===== config.mk =====
export PLATFORM = sky130hd
export DESIGN_NAME = psq_host
export DESIGN_NICKNAME = d
export VERILOG_FILES = /design/src/logic/psq_host.v /design/src/logic/psq_timer.v
export VERILOG_INCLUDE_DIRS = /design/src /design/src/logic
export SDC_FILE = /design/constraint.sdc
export NUM_CORES = 1
export LEC_CHECK = 0
export BUFFER_PORTS_ARGS = -buffer_cell sky130_fd_sc_hd__buf_2
export CAP_MARGIN = 20
export CORE_ASPECT_RATIO = 2
export CORE_MARGIN = 5
export CORE_UTILIZATION = 60
export DETAILED_ROUTE_END_ITERATION = 10
export HOLD_SLACK_MARGIN = 0.08
export PLACE_DENSITY = 0.81
export SLEW_MARGIN = 20
export SYNTH_ARGS = -nofsm -noshare
export SYNTH_HDL_FRONTEND = slang
export SYNTH_SLANG_ARGS = --single-unit

===== constraint.sdc =====
create_clock -name core_clk -period 12.2 [get_ports core_clk]
set_input_delay 1.22 -clock core_clk [delete_from_list [all_inputs] [get_ports core_clk]]
set_output_delay 1.22 -clock core_clk [all_outputs]
set_load 0.05 [all_outputs]

===== src/logic/psq_map.vh =====
`ifndef PSQ_MAP_VH
`define PSQ_MAP_VH
// ----------------------------------------
// timing figures, printed units
// ----------------------------------------
`define PSQ_CLK_MHZ 100
`define PSQ_DESEL_HOLD_NS 10
`define PSQ_PWRUP_KEEP_LOW_US 50
`define PSQ_PWRUP_SEL_HIGH_US 300
`define PSQ_PDN_KEEP_LOW_NS 65
`define PSQ_PART_EXIT_SEL_US 1
`define PSQ_SEL_HIGH_NS 12
`define PSQ_ACCESS_NS 70
// ----------------------------------------
// derived cycle counts (least times round up)
// ----------------------------------------
`define PSQ_DESEL_HOLD_CYC ((`PSQ_DESEL_HOLD_NS * `PSQ_CLK_MHZ + 999) / 1000)
`define PSQ_PWRUP_KEEP_LOW_CYC (`PSQ_PWRUP_KEEP_LOW_US * `PSQ_CLK_MHZ)
`define PSQ_PWRUP_SEL_HIGH_CYC (`PSQ_PWRUP_SEL_HIGH_US * `PSQ_CLK_MHZ)
`define PSQ_PDN_KEEP_LOW_CYC ((`PSQ_PDN_KEEP_LOW_NS * `PSQ_CLK_MHZ + 999) / 1000)
`define PSQ_PART_EXIT_SEL_CYC (`PSQ_PART_EXIT_SEL_US * `PSQ_CLK_MHZ)
`define PSQ_SEL_HIGH_CYC ((`PSQ_SEL_HIGH_NS * `PSQ_CLK_MHZ + 999) / 1000)
`define PSQ_ACCESS_CYC ((`PSQ_ACCESS_NS * `PSQ_CLK_MHZ + 999) / 1000)
// ----------------------------------------
// command codes
// ----------------------------------------
`define PSQ_CMD_READ 2'h0
`define PSQ_CMD_WRITE 2'h1
`define PSQ_CMD_PDN 2'h2
`define PSQ_CMD_PROG 2'h3
`define PSQ_PROG_CYCLES 3'h6
`endif


===== src/logic/psq_host.v =====
`timescale 1ns/100ps
// Function
// - after select rises, output enable held unchanged 10 ns before change.
// - after select rises, write enable held unchanged 10 ns before change.
// - power-up keeps the keep enable low at least 50 us.
// - select stays high 300 us after keep enable rises at power-up.
// - a power-down entry and exit may serve as a reset.
// - programming issues six accesses, all address high in cycles 1-5.
// - with select and output enable low, a byte lane is enabled.
// - select-controlled writes may keep output enable low.
// - select may stay low for output/write enable controlled accesses.
// - power-down holds keep enable low at least 65 ns.
// - partial-mode exit keeps select high 1 us after keep enable rises.
`include "psq_map.vh"
module psq_host #(
  parameter AW = 22,
  parameter DW = 16,
  parameter KEEP_LOW_CYC = `PSQ_PWRUP_KEEP_LOW_CYC,
  parameter SEL_HIGH_CYC = `PSQ_PWRUP_SEL_HIGH_CYC,
  parameter PART_EXIT_CYC = `PSQ_PART_EXIT_SEL_CYC,
  parameter PARTIAL_MODE = 0
) (
  // clock and reset
  input wire core_clk,
  input wire sys_rst,
  // command port
  input wire cmd_valid,
  input wire [1:0] cmd_op,
  input wire [AW-1:0] cmd_addr,
  input wire [DW-1:0] cmd_wdata,
  input wire [1:0] cmd_lanes_n,
  output reg cmd_ready,
  output reg rsp_valid,
  output reg [DW-1:0] rsp_rdata,
  output reg init_done,
  // memory pins
  output reg chip_select_n,
  output reg power_keep_enable,
  output reg output_enable_n,
  output reg write_enable_n,
  output reg lower_byte_lane_n,
  output reg upper_byte_lane_n,
  output reg [AW-1:0] mem_addr,
  output reg [DW-1:0] mem_dq_o,
  output reg mem_dq_oe,
  input wire [DW-1:0] mem_dq_i
);
  localparam [9:0] S_PU_LOW = 10'h001;
  localparam [9:0] S_PU_HIGH = 10'h002;
  localparam [9:0] S_IDLE = 10'h004;
  localparam [9:0] S_ACC = 10'h008;
  localparam [9:0] S_DESEL = 10'h010;
  localparam [9:0] S_PDN = 10'h020;
  localparam [9:0] S_PEXIT = 10'h040;
  localparam [9:0] S_PROG = 10'h080;
  localparam [9:0] S_PGAP = 10'h100;
  localparam [9:0] S_PEND = 10'h200;
  localparam TW = 32;
  localparam [TW-1:0] ACC_C = `PSQ_ACCESS_CYC;
  localparam [TW-1:0] HOLD_C = `PSQ_DESEL_HOLD_CYC;
  localparam [TW-1:0] PDN_C = `PSQ_PDN_KEEP_LOW_CYC;
  localparam [TW-1:0] CP_C = `PSQ_SEL_HIGH_CYC;
  localparam [TW-1:0] KL_C = KEEP_LOW_CYC;
  localparam [TW-1:0] SH_C = SEL_HIGH_CYC;
  localparam [TW-1:0] PE_C = PART_EXIT_CYC;

  reg [9:0] state_r;
  reg [1:0] op_r;
  reg [2:0] prog_n_r;
  reg [AW-1:0] key_r;
  reg [DW-1:0] dq_s1_r, dq_s2_r, dq_s3_r;
  reg tload;
  reg [TW-1:0] tval;
  wire tdone;

  psq_timer #(.W(TW)) u_timer (
    .core_clk(core_clk),
    .sys_rst(sys_rst),
    .load(tload),
    .value(tval),
    .done(tdone)
  );

  // ----------------------------------------
  // read data sync; value is read only once the bus settled
  // ----------------------------------------
  always @(posedge core_clk or posedge sys_rst) begin
    if (sys_rst) begin
      dq_s1_r <= {DW{1'b0}};
      dq_s2_r <= {DW{1'b0}};
      dq_s3_r <= {DW{1'b0}};
    end else begin
      dq_s1_r <= mem_dq_i;
      dq_s2_r <= dq_s1_r;
      dq_s3_r <= dq_s2_r;
    end
  end

  always @* begin
    tload = 1'b0;
    tval = {TW{1'b0}};
    case (state_r)
      S_IDLE: begin
        if (cmd_valid) begin
          tload = 1'b1;
          tval = (cmd_op == `PSQ_CMD_PDN) ? PDN_C : ACC_C;
        end
      end
      S_ACC, S_PROG: begin
        if (tdone) begin
          tload = 1'b1;
          tval = (state_r == S_PROG) ? CP_C : HOLD_C;
        end
      end
      S_PU_LOW: begin
        if (tdone) begin
          tload = 1'b1;
          tval = (op_r == 2'h3) ? SH_C : KL_C;
        end
      end
      S_PDN: begin
        if (tdone) begin
          tload = 1'b1;
          // sleep exit acts as a reset: full select hold as at power-up, partial-exit hold with PARTIAL_MODE
          tval = (PARTIAL_MODE != 0) ? PE_C : SH_C;
        end
      end
      S_PGAP: begin
        if (tdone) begin
          tload = 1'b1;
          tval = ACC_C;
        end
      end
      default: begin
        tload = 1'b0;
      end
    endcase
  end

  // ----------------------------------------
  // sequencer
  // ----------------------------------------
  always @(posedge core_clk or posedge sys_rst) begin
    if (sys_rst) begin
      state_r <= S_PU_LOW;
      op_r <= 2'h0;
      prog_n_r <= 3'h0;
      key_r <= {AW{1'b0}};
      cmd_ready <= 1'b0;
      rsp_valid <= 1'b0;
      rsp_rdata <= {DW{1'b0}};
      init_done <= 1'b0;
      chip_select_n <= 1'b1;
      power_keep_enable <= 1'b0;
      output_enable_n <= 1'b1;
      write_enable_n <= 1'b1;
      lower_byte_lane_n <= 1'b1;
      upper_byte_lane_n <= 1'b1;
      mem_addr <= {AW{1'b0}};
      mem_dq_o <= {DW{1'b0}};
      mem_dq_oe <= 1'b0;
    end else begin
      rsp_valid <= 1'b0;
      case (state_r)
        S_PU_LOW: begin
          // timer is zero out of reset: first pass loads the low hold
          if (tdone) begin
            if (op_r == 2'h3) begin
              power_keep_enable <= 1'b1;
              state_r <= S_PU_HIGH;
            end else begin
              op_r <= 2'h3;
            end
          end
        end
        S_PU_HIGH: begin
          if (tdone) begin
            init_done <= 1'b1;
            cmd_ready <= 1'b1;
            state_r <= S_IDLE;
          end
        end
        S_IDLE: begin
          if (cmd_valid) begin
            cmd_ready <= 1'b0;
            op_r <= cmd_op;
            key_r <= cmd_addr;
            case (cmd_op)
              `PSQ_CMD_PDN: begin
                power_keep_enable <= 1'b0;
                state_r <= S_PDN;
              end
              `PSQ_CMD_PROG: begin
                // all-ones address for cycles 1-5, key on cycle 6
                prog_n_r <= 3'h1;
                mem_addr <= {AW{1'b1}};
                chip_select_n <= 1'b0;
                output_enable_n <= 1'b0;
                lower_byte_lane_n <= 1'b0;
                upper_byte_lane_n <= 1'b0;
                state_r <= S_PROG;
              end
              default: begin
                mem_addr <= cmd_addr;
                // select framed per access, never tied low
                chip_select_n <= 1'b0;
                upper_byte_lane_n <= cmd_lanes_n[1];
                if (cmd_op == `PSQ_CMD_WRITE) begin
                  // oe kept high on writes; a masked write touches no byte
                  output_enable_n <= 1'b1;
                  lower_byte_lane_n <= cmd_lanes_n[0];
                  write_enable_n <= 1'b0;
                  mem_dq_o <= cmd_wdata;
                  mem_dq_oe <= 1'b1;
                end else begin
                  // never both lanes off with a read pending
                  lower_byte_lane_n <= cmd_lanes_n[0] & cmd_lanes_n[1] ? 1'b0 : cmd_lanes_n[0];
                  output_enable_n <= 1'b0;
                end
                state_r <= S_ACC;
              end
            endcase
          end
        end
        S_ACC: begin
          if (tdone) begin
            if (op_r == `PSQ_CMD_READ) begin
              rsp_rdata <= dq_s3_r;
              rsp_valid <= 1'b1;
            end
            // select rises alone; oe/we wait out the hold
            chip_select_n <= 1'b1;
            state_r <= S_DESEL;
          end
        end
        S_DESEL: begin
          if (tdone) begin
            output_enable_n <= 1'b1;
            write_enable_n <= 1'b1;
            lower_byte_lane_n <= 1'b1;
            upper_byte_lane_n <= 1'b1;
            mem_dq_oe <= 1'b0;
            cmd_ready <= 1'b1;
            state_r <= S_IDLE;
          end
        end
        S_PDN: begin
          if (tdone) begin
            power_keep_enable <= 1'b1;
            state_r <= S_PEXIT;
          end
        end
        S_PEXIT: begin
          // select held high after exit, shorter with partial mode
          if (tdone) begin
            cmd_ready <= 1'b1;
            state_r <= S_IDLE;
          end
        end
        S_PROG: begin
          if (tdone) begin
            chip_select_n <= 1'b1;
            state_r <= (prog_n_r == `PSQ_PROG_CYCLES) ? S_PEND : S_PGAP;
          end
        end
        S_PGAP: begin
          if (tdone) begin
            prog_n_r <= prog_n_r + 3'h1;
            chip_select_n <= 1'b0;
            // key format is the caller's duty; device guarantees nothing otherwise
            if (prog_n_r == 3'h5) begin
              mem_addr <= key_r;
              output_enable_n <= 1'b1;
              write_enable_n <= 1'b0;
            end
            state_r <= S_PROG;
          end
        end
        S_PEND: begin
          if (tdone) begin
            output_enable_n <= 1'b1;
            write_enable_n <= 1'b1;
            lower_byte_lane_n <= 1'b1;
            upper_byte_lane_n <= 1'b1;
            cmd_ready <= 1'b1;
            state_r <= S_IDLE;
          end
        end
        default: begin
          state_r <= S_PU_LOW;
        end
      endcase
    end
  end
endmodule


===== src/logic/psq_timer.v =====
`timescale 1ns/100ps
// ----------------------------------------
// down counter, done while zero
// ----------------------------------------
module psq_timer #(
  parameter W = 16
) (
  // clock and reset
  input wire core_clk,
  input wire sys_rst,
  // control
  input wire load,
  input wire [W-1:0] value,
  output wire done
);
  reg [W-1:0] cnt_r;
  always @(posedge core_clk or posedge sys_rst) begin
    if (sys_rst) begin
      cnt_r <= {W{1'b0}};
    end else if (load) begin
      cnt_r <= value;
    end else if (cnt_r != {W{1'b0}}) begin
      cnt_r <= cnt_r - {{(W-1){1'b0}}, 1'b1};
    end
  end
  assign done = (cnt_r == {W{1'b0}});
endmodule


==> metrics.log <==
[metrics] overall global routing resource usage: 0.256
[metrics] worst hold stages: 0
[metrics] Synth Cell Area: 7450 um2
[metrics] final critical-path required period: 3.56 ns
[metrics] accumulated negative setup slack: 0 ns
[metrics] crit path max fanout: 15
[metrics] fraction of final layout cells sized beyond drive strength 1: 0.295
[metrics] CTS HTree Levels: 4
[metrics] share of synthesized area occupied by flip-flops and latches: 0.609
[metrics] first-pass GRT wire length: 29400 um
[metrics] largest area contributor in the netlist: dfrtp_1
[metrics] fin cells: 949
[metrics] maximum number of pins on one net before global-route repair: 111
[metrics] most area-consuming cells after synthesis: dfrtp_1 (59%), mux2_2 (8.2%), nand2_1 (4.6%)
[metrics] Post-Layout Inst Area: 8810 um2
[metrics] insertion delay of the later-clocked pin in the worst-skew pair: 0.43 ns
[metrics] number of top-level pins: 125
[metrics] final number of max-transition violations: 0
[metrics] vias per inst: 5.83
[metrics] Setup WS pre-CTS: ~8.4 ns
[metrics] clk sink count: 181
[metrics] wirelength, routed: 18000 um
[metrics] R2R depth: 6
[metrics] warning count from the yosys run: 0
[metrics] width of the die: 88.8 um
[metrics] RD Place Congestion: 0.891
[metrics] worst-case setup margin in the final layout: 8.64 ns
[metrics] net count of the finished layout: roughly 850
[metrics] instance area after placement: 8200 um2
[metrics] Slew @ Worst Pin: 0.941 ns
[metrics] total power per unit cell area: about 130 nW/um2
[metrics] Total Die Area: 14900 um2
[metrics] count of buffers from port buffering: 124
[metrics] top-count cell post-synth: dfrtp_1
[metrics] number of hold violations in the final report: 0
[metrics] Critical Path RT: 12.51 ns
[metrics] net count after synthesis: 730
[metrics] average detailed-routed wire length per instance: 18.9 um
[metrics] Synth-to-Final Area Change: 18.3%
[metrics] fraction of registers with async set/reset: 1.00
[metrics] Critical Path Source Type: flop
[metrics] Initial Util: 0.611
[metrics] die height: 168 um
[metrics] final setup skew: 0.0145 ns
[metrics] Clock Tree Root: clkbuf_16
[metrics] most common flop cell mapped by yosys: dfrtp_1
[metrics] overall via count from detail_route: around 5500
[metrics] synth cell count leaders: dfrtp_1 (175), nand2_1 (92), o21ai_0 (63)
[metrics] Worst Setup Path Type: flop to flop
[metrics] count of cells resized by post-cts repair: 0
[metrics] remaining global-route overflow: 0
[metrics] Worst Hold Class: flop to flop
[metrics] Critical Path Sink Type: flop
[metrics] Achievable Freq: 281 MHz
[metrics] crit share post-route: 0.291
[metrics] register clock-pin slew on the reported worst setup and hold paths: 0.07 ns
[metrics] max cap viols: 0
[metrics] HPWL after detailed placement: around 12000 um
[metrics] cell leakage power: 4.44 nW
[metrics] number of routed nets with antenna violations: 0
[metrics] RSZ-0062 raised after global routing: false
[metrics] mean instance size in the synthesized netlist: 11.2 um2
[metrics] total of endpoints with negative setup slack in the final report: 0
[metrics] fraction of post-synthesis cell area in the top cell type by area: 0.588
[metrics] Synth Register Bits: 181
[metrics] CP Data Arrival Time: 3.87 ns
[metrics] number of buffers added to fix hold violations after cts: 0
[metrics] drt pass-1 iters: 5
[metrics] worst supply voltage drop on vdd: between 0.0001 and 0.00015 V
[metrics] Slew headroom: 0.372
[metrics] antenna violations before repair: 1
[metrics] slack of the worst reg-to-reg path: ~8.6 ns
[metrics] cell count after synthesis: 664
[metrics] number of distinct library cells after synthesis: 52
[metrics] Post-CTS Setup Bufs: 0
[metrics] TritonCTS clock tree: built
[metrics] number of enable flip-flop cells after synthesis: 0
[metrics] standard cell core area: 12200 um2
[metrics] # rows: between 50 and 60
[metrics] drt first-iter violations: 229
[metrics] DRC errors left: 0
[metrics] number of global-route vias before repair: 6096
[metrics] maximum clock path buffer count: 2
[metrics] TritonCTS Buffers: 17
[metrics] Placed Cells: 915
[metrics] run status: finished clean
power by group:
group          switching, mW  internal (mW)
sequential           0.00234          0.608
clock                  0.260          0.276
combinational         0.0214         0.0108
cells in the final DEF, fill, tap and decap left out, types with 14 or more instances in the layout:
cell       synthesis  routed
o21ai_0           63      63
xnor2_1           14      14
nand2_1           92      92
mux2_2            54      54
nor2_1            59      59
buf_2              1     124
nand4_1           14      14
dfrtp_1          175     175
a21oi_1           19      19
clkbuf_16          0      17
nand3_1           16      16
per-stage QoR:
stage | total power [mW] | utilization | hold slack (ns)
after floorplan | 0.637 | - | 0.331
after global placement | 0.651 | 0.673 | 0.332
after detailed placement | 0.654 | 0.673 | 0.335
after CTS | 1.19 | 0.721 | 0.351
after global routing | 1.22 | 0.723 | 0.358
final | 1.18 | 0.723 | 0.351
path summary, 6_finish.rpt:
path	from	to
worst min-delay path	dq_s2_r[3]	dq_s3_r[3]
min in group asynchronous	sys_rst	dq_s1_r[6]
worst max register to register	u_timer.cnt_r[2]	rsp_rdata[14]
worst min register to register	dq_s2_r[3]	dq_s3_r[3]
worst max-delay path	u_timer.cnt_r[2]	rsp_rdata[14]
max in group asynchronous	sys_rst	state_r[5]
routing by layer:
| metal | vias to the layer above | global-route usage | routed length, um | part of all wire |
|---|---|---|---|---|
| met5 | - | 0 | 0 | 0 |
| met4 | 0 | 0.139 | 838 | 0.047 |
| met3 | 61 | 0.0497 | 759 | 0.042 |
| met2 | 184 | 0.458 | 10200 | 0.57 |
| met1 | 2729 | 0.272 | 6190 | 0.34 |
| li1 | 2554 | - | - | - |
layout make-up:
cell class,count,area [um2]
timing repair buffer,132,684
antenna,1,2.50
multi-input combinational,445,2760
sequential,181,4540
clock inverter,14,166
clock buffer,18,429
tap,147,184
fill,817,3380
inverter,11,46.3
cell families after synthesis:
| family | after synthesis | share of synthesized area |
|---|---|---|
| DFF | 181 | 0.609 |
| AOI/OAI and AO/OA | 102 | 0.0756 |
| and+or+nand+nor | 257 | 0.173 |
| xor gates and xnor gates | 27 | 0.0318 |
| muxes | 54 | 0.0817 |
| adders and majority gates | 5 | 0.00840 |
| buffers and inverters | 38 | 0.0205 |
state kept, by name, summed over array words and instances (netlist names), 2 cells and up:
| name | flops |
|---|---|
| key_r | 22 |
| prog_n_r | 3 |
| op_r | 2 |
| mem_dq_o | 16 |
| u_timer.cnt_r | 32 |
| state_r | 10 |
| dq_s1_r | 16 |
| dq_s2_r | 16 |
| mem_addr | 22 |
| dq_s3_r | 16 |
| rsp_rdata | 16 |
worst max-delay path: stages, from the launching register on:
cell and delay (ns):
dfrtp_1 0.42, nor4_2 0.53, nand4_1 0.35, or4_1 0.93
nor4_4 0.60, buf_6 0.25, mux2_2 0.35
Note: power is estimated with default switching activity, not from simulation.
